## config.mk

```make
export PLATFORM = sky130hd
export DESIGN_NAME = ctirb_bank
export DESIGN_NICKNAME = d
export VERILOG_FILES = /design/src/hdl/ctirb_sync3.v /design/src/hdl/ctirb_perm.v /design/src/hdl/ctirb_bank.v
export VERILOG_INCLUDE_DIRS = /design/src /design/src/hdl
export SDC_FILE = /design/constraint.sdc
export NUM_CORES = 1
export LEC_CHECK = 0
export BUFFER_PORTS_ARGS = -buffer_cell sky130_fd_sc_hd__buf_2
export CORE_MARGIN = 2
export CORE_UTILIZATION = 30
export DETAILED_ROUTE_END_ITERATION = 12
export HOLD_SLACK_MARGIN = 0.05
export PLACE_DENSITY = 0.61
export RECOVER_POWER = 100
export SYNTH_ARGS = -nofsm -noshare
export SYNTH_HDL_FRONTEND = slang
export SYNTH_SLANG_ARGS = --single-unit
```

## constraint.sdc

```tcl
create_clock -name sys_clk -period 1.75 [get_ports sys_clk]
set_input_delay 0.0875 -clock sys_clk [delete_from_list [all_inputs] [get_ports sys_clk]]
set_output_delay 0.0875 -clock sys_clk [all_outputs]
set_load 0.005 [all_outputs]
```

## src/hdl/ctirb_map.vh

```
/*
 Register offsets, field positions and fixed values of the identity register bank.
 Assumes inclusion by the design files of this block only.
*/
`ifndef CTIRB_MAP_VH
`define CTIRB_MAP_VH

`define CTIRB_ADDR_W            12
`define CTIRB_OFS_ITCTRL        12'hF00
`define CTIRB_OFS_AFFINITY      12'hFA8
`define CTIRB_OFS_CAPABILITY    12'hFC8
`define CTIRB_OFS_PID4          12'hFD0
`define CTIRB_OFS_PID2          12'hFE8
`define CTIRB_OFS_PID3          12'hFEC

`define CTIRB_PID2_REV_LSB      4
`define CTIRB_PID2_JEDEC_BIT    3
`define CTIRB_PID3_MINOR_REVISION_FIELD_LSB   4
`define CTIRB_PID4_SIZE_LSB     4
`define CTIRB_PID4_SIZE_VAL     4'h0
`define CTIRB_ITCTRL_ENABLE_VAL 1'h0
`define CTIRB_AFF_L2_LSB        16
`define CTIRB_AFF_ONE_BIT       15
`define CTIRB_CAP_INOUT_LSB     24
`define CTIRB_CAP_INOUT_VAL     2'h1
`define CTIRB_CAP_CHANNEL_COUNT_FIELD_LSB   16
`define CTIRB_CAP_CHANNEL_COUNT_FIELD_VAL   6'h04
`define CTIRB_CAP_TRIGGER_COUNT_FIELD_LSB   8
`define CTIRB_CAP_TRIGGER_COUNT_FIELD_VAL   6'h0A
`define CTIRB_CAP_EXTMAX_LSB    0
`define CTIRB_CAP_EXTMAX_VAL    5'h00

`define CTIRB_PERM_OFF          3'h0
`define CTIRB_PERM_DLK          3'h1
`define CTIRB_PERM_OS_LOCK_CONDITION         3'h2
`define CTIRB_PERM_EXTERNAL_DEBUG_DISABLED_CONDITION         3'h3
`define CTIRB_PERM_DEFAULT      3'h4

`endif

```

## src/hdl/ctirb_sync3.v

```verilog
/*
 Three-flop synchroniser for a bus of static configuration levels.
 Assumes the inputs come from outside the sys_clk domain.
*/
`timescale 1ns/1ps
module ctirb_sync3 #(
   parameter W = 8
) (
   input  wire         sys_clk,
   input  wire         rst_n,
   input  wire [W-1:0] async_in,
   output reg  [W-1:0] sync_out
);
   reg [W-1:0] stage1;
   reg [W-1:0] stage2;
   reg [W-1:0] stage3;

   // A change is taken once the second and third stages agree
   always @(posedge sys_clk or negedge rst_n) begin
      if (!rst_n) begin
         stage1   <= {W{1'b0}};
         stage2   <= {W{1'b0}};
         stage3   <= {W{1'b0}};
         sync_out <= {W{1'b0}};
      end else begin
         stage1 <= async_in;
         stage2 <= stage1;
         stage3 <= stage2;
         if (stage2 == stage3) begin
            sync_out <= stage3;
         end
      end
   end
endmodule // ctirb_sync3

```

## src/hdl/ctirb_perm.v

```verilog
/*
 Access permission priority: picks the first true condition for an external access.
 Assumes condition inputs are already in the sys_clk domain.
*/
`timescale 1ns/1ps
`include "ctirb_map.vh"
module ctirb_perm (
   input  wire       powered_up_status_bit,
   input  wire       double_lock_status_bit,
   input  wire       os_lock_status_bit,
   input  wire       debug_allowed,
   output reg  [2:0] perm_code
);
   always @* begin
      if (!powered_up_status_bit) begin
         perm_code = `CTIRB_PERM_OFF;
      end else if (double_lock_status_bit) begin
         perm_code = `CTIRB_PERM_DLK;
      end else if (os_lock_status_bit) begin
         perm_code = `CTIRB_PERM_OS_LOCK_CONDITION;
      end else if (!debug_allowed) begin
         perm_code = `CTIRB_PERM_EXTERNAL_DEBUG_DISABLED_CONDITION;
      end else begin
         perm_code = `CTIRB_PERM_DEFAULT;
      end
   end
endmodule // ctirb_perm

```

## src/hdl/ctirb_bank.v

```verilog
/*
 Read-only identity and capability register bank of the cross trigger unit,
 reached through the external debug register port.
 Assumes a single-cycle request/answer port on sys_clk and status levels from
 other domains that pass through synchronisers here.
*/
`timescale 1ns/1ps
`include "ctirb_map.vh"

module ctirb_bank #(
   parameter [3:0] PID2_REVISION    = 4'h0, // Arbitrary value
   parameter [2:0] PID2_DESIGNER_HI = 3'h0, // Arbitrary value
   parameter [3:0] PID3_MINOR_REV   = 4'h0, // Arbitrary value
   parameter [3:0] PID3_CUSTOMER    = 4'h0, // Arbitrary value
   parameter [3:0] PID4_CONT_CODE   = 4'h0, // Arbitrary value
   parameter       HAS_IDENT_REGS   = 1
) (
   input  wire        sys_clk,
   input  wire        rst_n,
   input  wire        req_valid,
   input  wire        req_write,
   input  wire [11:0] req_addr,
   input  wire [31:0] req_wdata,
   output reg         rsp_valid,
   output reg  [31:0] rsp_rdata,
   output reg         rsp_error,
   output reg  [2:0]  rsp_perm,
   input  wire [7:0]  cluster_level2_affinity_in,
   input  wire        powered_up_status_bit,
   input  wire        double_lock_status_bit,
   input  wire        os_lock_status_bit,
   input  wire        debug_allowed,
   input  wire        sticky_clear,
   output reg         sticky_debug_disabled_bit
);
   wire [7:0]  aff_sync;
   wire [3:0]  cond_sync;
   wire [2:0]  perm_code;
   reg  [31:0] next_rdata;
   reg         next_hit;
   wire        external_debug_disabled_condition_err;

   ctirb_sync3 #(.W(8)) u_aff_sync (
      .sys_clk  (sys_clk),
      .rst_n    (rst_n),
      .async_in (cluster_level2_affinity_in),
      .sync_out (aff_sync)
   );

   ctirb_sync3 #(.W(4)) u_cond_sync (
      .sys_clk  (sys_clk),
      .rst_n    (rst_n),
      .async_in ({powered_up_status_bit, double_lock_status_bit,
                  os_lock_status_bit, debug_allowed}),
      .sync_out (cond_sync)
   );

   ctirb_perm u_perm (
      .powered_up_status_bit  (cond_sync[3]),
      .double_lock_status_bit (cond_sync[2]),
      .os_lock_status_bit     (cond_sync[1]),
      .debug_allowed          (cond_sync[0]),
      .perm_code              (perm_code)
   );

   // Read decode, contents do not depend on the condition
   always @* begin
      next_rdata = 32'h00000000;
      next_hit   = 1'b1;
      case (req_addr)
         `CTIRB_OFS_PID2: begin
            next_rdata[7:`CTIRB_PID2_REV_LSB] = PID2_REVISION;
            next_rdata[`CTIRB_PID2_JEDEC_BIT] = 1'b1;
            next_rdata[2:0]                   = PID2_DESIGNER_HI;
            next_hit                          = (HAS_IDENT_REGS != 0);
         end
         `CTIRB_OFS_PID3: begin
            next_rdata[7:`CTIRB_PID3_MINOR_REVISION_FIELD_LSB] = PID3_MINOR_REV;
            next_rdata[3:0]                      = PID3_CUSTOMER;
            next_hit                             = (HAS_IDENT_REGS != 0);
         end
         `CTIRB_OFS_PID4: begin
            next_rdata[7:`CTIRB_PID4_SIZE_LSB] = `CTIRB_PID4_SIZE_VAL;
            next_rdata[3:0]                    = PID4_CONT_CODE;
            next_hit                           = (HAS_IDENT_REGS != 0);
         end
         `CTIRB_OFS_ITCTRL: begin
            next_rdata[0] = `CTIRB_ITCTRL_ENABLE_VAL;
         end
         `CTIRB_OFS_AFFINITY: begin
            next_rdata[23:`CTIRB_AFF_L2_LSB] = aff_sync;
            next_rdata[`CTIRB_AFF_ONE_BIT]   = 1'b1;
            next_hit                         = (HAS_IDENT_REGS != 0);
         end
         `CTIRB_OFS_CAPABILITY: begin
            next_rdata[25:`CTIRB_CAP_INOUT_LSB]   = `CTIRB_CAP_INOUT_VAL;
            next_rdata[21:`CTIRB_CAP_CHANNEL_COUNT_FIELD_LSB] = `CTIRB_CAP_CHANNEL_COUNT_FIELD_VAL;
            next_rdata[13:`CTIRB_CAP_TRIGGER_COUNT_FIELD_LSB] = `CTIRB_CAP_TRIGGER_COUNT_FIELD_VAL;
            next_rdata[4:`CTIRB_CAP_EXTMAX_LSB]   = `CTIRB_CAP_EXTMAX_VAL;
         end
         default: begin
            next_hit = 1'b0;
         end
      endcase
   end

   // Only an access to an unmapped offset while disabled debug is the top condition marks sticky
   assign external_debug_disabled_condition_err = req_valid && (perm_code == `CTIRB_PERM_EXTERNAL_DEBUG_DISABLED_CONDITION) && !next_hit;

   // Answer one cycle after the request; writes store nothing
   always @(posedge sys_clk or negedge rst_n) begin
      if (!rst_n) begin
         rsp_valid <= 1'b0;
         rsp_rdata <= 32'h00000000;
         rsp_error <= 1'b0;
         rsp_perm  <= `CTIRB_PERM_OFF;
      end else begin
         rsp_valid <= req_valid;
         rsp_perm  <= perm_code;
         if (req_valid) begin
            rsp_rdata <= (next_hit && !req_write) ? next_rdata : 32'h00000000;
            rsp_error <= !next_hit;
         end
      end
   end

   // Set wins over clear
   always @(posedge sys_clk or negedge rst_n) begin
      if (!rst_n) begin
         sticky_debug_disabled_bit <= 1'b0;
      end else if (external_debug_disabled_condition_err) begin
         sticky_debug_disabled_bit <= 1'b1;
      end else if (sticky_clear) begin
         sticky_debug_disabled_bit <= 1'b0;
      end
   end
endmodule // ctirb_bank

```

==> implementation parameters <==
Parameter                              Value

Critical path
  Top fanout value on the critical path    8
  Launch point of the worst path    u_aff_sync.stage3[5]$_DFF_PN0_
  Worst endpoint data arrival time    1.80 ns
  Setup crit start kind    flip-flop
  WS Path Type    reg2reg
  Worst r2r src    u_aff_sync.stage3[5]$_DFF_PN0_
  Crit path required time    1.97 ns
  Worst Setup End Kind    flip-flop

Placed design
  Final HPWL DP    2.45 mm
  GP Congestion    0.691
  Placement Cell Area    0.00269 mm²
  IO Port Bufs    47

Clocking
  CTS Buf Count    9
  Clock slew at the register clock pins of the worst setup and hold paths    0.07 ns
  CTS tree    built
  CTS max path bufs    2
  CTS Sinks    65
  Clock latency at the later pin of the worst-skew pair    0.33 ns
  Cell at the root of the clock tree    clkbuf_8
  CTS H-Tree Depth    3

Routing
  M1 wire length    1.67 mm
  Drt first-iter violations    46
  WL met2    1.63 mm
  Routed Wire Length    3.69 mm
  Remaining antenna violation count after routing    0
  Drt first pass iters    4
  DR top layer    met4
  Count of unresolved DRC violations after routing    0
  Mean routed wirelength per cell    10.5 µm
  Met3 layer wire length in the routed design    348 µm
  Average via count per standard cell    3.97
  Vias post-DR    1,396

Final layout
  Count of filler cells inserted in the layout    791
  Antenna Diode Count    0
  Total number of nets in the final design    306
  Fraction of layout instances using a drive strength above 1    0.260
  Post-route standard cell area excluding fillers    0.00297 mm²
  Area added between synthesis and finish    23.6%
  Area occupied by multi-input gates    624 µm²
  Area occupied by registers    0.00163 mm²

Logic synthesis
  Number of warnings printed during yosys synthesis    0
  Share of the synthesized area in compound gates (AO/OA/AOI/OAI)    0.0473
  Post-Syn Area    0.00241 mm²
  Dominant combinational cell family by area after synthesis    buffers and inverters
  Count of flip-flops with a built-in enable after synthesis    0
  Most used flip-flop cell after synthesis    dfrtp_1
  Count of mapped cells out of synthesis    178
  Adder and majority cell fraction of the synthesized area    0
  Share of flip-flops with an asynchronous set or reset after synthesis    1.00
  Post-Synth Simple-Gate Area    0.0863
  Count of state elements after synthesis    65
  Mux contribution to synthesized area    0.0562
  Synth Area in XOR/XNOR    0.0437
  Proportion of synthesized chip area in sequential cells    0.676
  Post-synthesis area per instance    13.5 µm²
  Count of cell types in the netlist    31

Die
  Area of the core    0.00777 mm²
  Number of rows created at floorplan    32
  Vertical extent of the die    93.6 µm
  Ports placed on the boundary    99
  Width of the chip    93.6 µm
  Initial Utilization    0.310
  Overall die area    0.00875 mm²

STA
  Time the final worst path needs with I/O delays and setup    1.58 ns
  Part of the cycle the worst path needs    0.902
  Final number of setup-violating endpoints    0
  Measured slew at the worst slew-check pin    1.00 ns
  Achievable clock frequency    634 MHz
  Pins Over Slew Limit    0
  Final hold violation count    0
  Unrepaired setup endpoints after global routing    no
  Clock skew    0.00717 ns
  Worst relative slew slack    0.332
  Aggregate negative setup slack    0 ns

Global routing
  All-Layer GR Usage    0.0930
  Wire length of the first global-routing pass    6.04 mm
  Remaining Overflow, GRT    0
  Antenna violations before repair    0
  Largest net degree at the start of global routing    66
  Via count of the first global-routing pass    1,360

Hold path
  Min-Delay Path Class    in2reg
  Startpoint of the most critical hold path    req_addr[5]

Flow run
  Number of maximum-capacitance constraint violations    0

Power
  Leakage component of the power    1.38 nW
  Worst-case vdd ir drop    0.465 mV
  PwrDens    1050 mW/mm²

Status
  Outcome    complete, no violations
[what timing repair did]
item,in CTS,in global routing
hold buffers,14,0
resized for setup,0,0
setup buffers,0,0
hold endpoints to repair,78,0
[layer usage]
metal	GRT usage	vias up
met1	0.101	646
met4	0.0399	0
met2	0.145	57
met3	0.0572	5
li1	-	688
met5	0	-
[Yosys cell counts (2+ instances only)]
cell       n  area, µm²
nor2b_1    3       18.8
nor4_1     2       12.5
nand2_1   10       37.5
xor2_1    12        105
dfrtp_1   65       1630
o22ai_1    8       50.1
o21ai_0    4       20.0
mux2_2    12        135
buf_4     21        158
nor2_1     4       15.0
nand3_1    3       15.0
inv_1     12       45.0
clkbuf_1   2       7.51
nand4_1    3       18.8
[final timing paths]
path	cells after the start	end	slack [ns]
setup / recovery	4	u_aff_sync.sync_out[6]$_DFFE_PN0N_	0.17
hold / removal	3	rsp_rdata[3]$_DFFE_PN0P_	0.07
setup reg to reg	4	u_aff_sync.sync_out[6]$_DFFE_PN0N_	0.17
hold reg to reg	0	u_cond_sync.stage2[1]$_DFF_PN0_	0.35
max in group asynchronous	3	rsp_rdata[22]$_DFFE_PN0P_	0.70
min in group asynchronous	3	u_cond_sync.stage1[0]$_DFF_PN0_	0.50
[power by group]
part           switching (W)  internal, W  total [W]
Combinational       0.000132     0.000155   0.000286
Sequential         0.0000775      0.00164    0.00172
Clock               0.000554     0.000553    0.00111
[cells by family after synthesis]
kind of cell	count (synthesis)
compound gates	18
buf+inv	36
xor+xnor	12
other cells	1
mux	12
simple gates	34
flops	65
[layout by cell type, fill, tap and decap left out, types with 2 or more instances in the layout]
cell / synthesis / routed
mux2_2: 12 / 12
o21ai_0: 4 / 4
nor4_1: 2 / 2
nand2_1: 10 / 10
clkbuf_8: 0 / 10
dlygate4sd3_1: 0 / 14
buf_2: 0 / 35
clkinv_2: 0 / 2
nor2b_1: 3 / 3
xor2_1: 12 / 12
dfrtp_1: 65 / 65
clkinv_4: 0 / 3
conb_1: 1 / 19
o22ai_1: 8 / 8
nand4_1: 3 / 3
inv_1: 12 / 12
clkbuf_1: 2 / 12
nand3_1: 3 / 3
nor2_1: 4 / 4
[per-stage QoR]
step,utilization,setup WS (ns),cells,hold slack (ns),power [W]
final,0.383,0.172,352,0.0745,0.00311
after global routing,0.383,0.0624,352,0.0794,0.00328
after CTS,0.387,0.139,352,0.0611,0.00318
after detailed placement,0.346,0.151,322,0.132,0.00203
after global placement,0.346,0.161,322,0.126,0.00202
after floorplan,-,0.343,196,-0.208,0.00192
[cell type report]
| class | instances | area share |
|---|---|---|
| multi-input cells | 95 | 0.210 |
| clock buffers | 10 | 0.0463 |
| flip-flops and latches | 65 | 0.547 |
| repair buffers | 62 | 0.124 |
| inverters | 12 | 0.0152 |
| well taps | 102 | 0.0429 |
| clock inverters | 6 | 0.0147 |
[critical path, stage by stage, from the launching register on]
cell	delay, ns
dfrtp_1	0.40
xor2_1	0.16
nor4_1	0.29
nand2_1	0.27
mux2_2	0.34
[state kept, by name, indices dropped and copies added (netlist names)]
signal / flops
u_aff_sync.stage2: 8
rsp_perm: 3
u_aff_sync.stage1: 8
u_cond_sync.stage2: 4
rsp_rdata: 11
u_aff_sync.stage3: 8
rsp_error: 1
u_cond_sync.sync_out: 4
u_aff_sync.sync_out: 8
u_cond_sync.stage1: 4
sticky_debug_disabled_bit: 1
rsp_valid: 1
u_cond_sync.stage3: 4
Power figures use the tool's default switching activity.
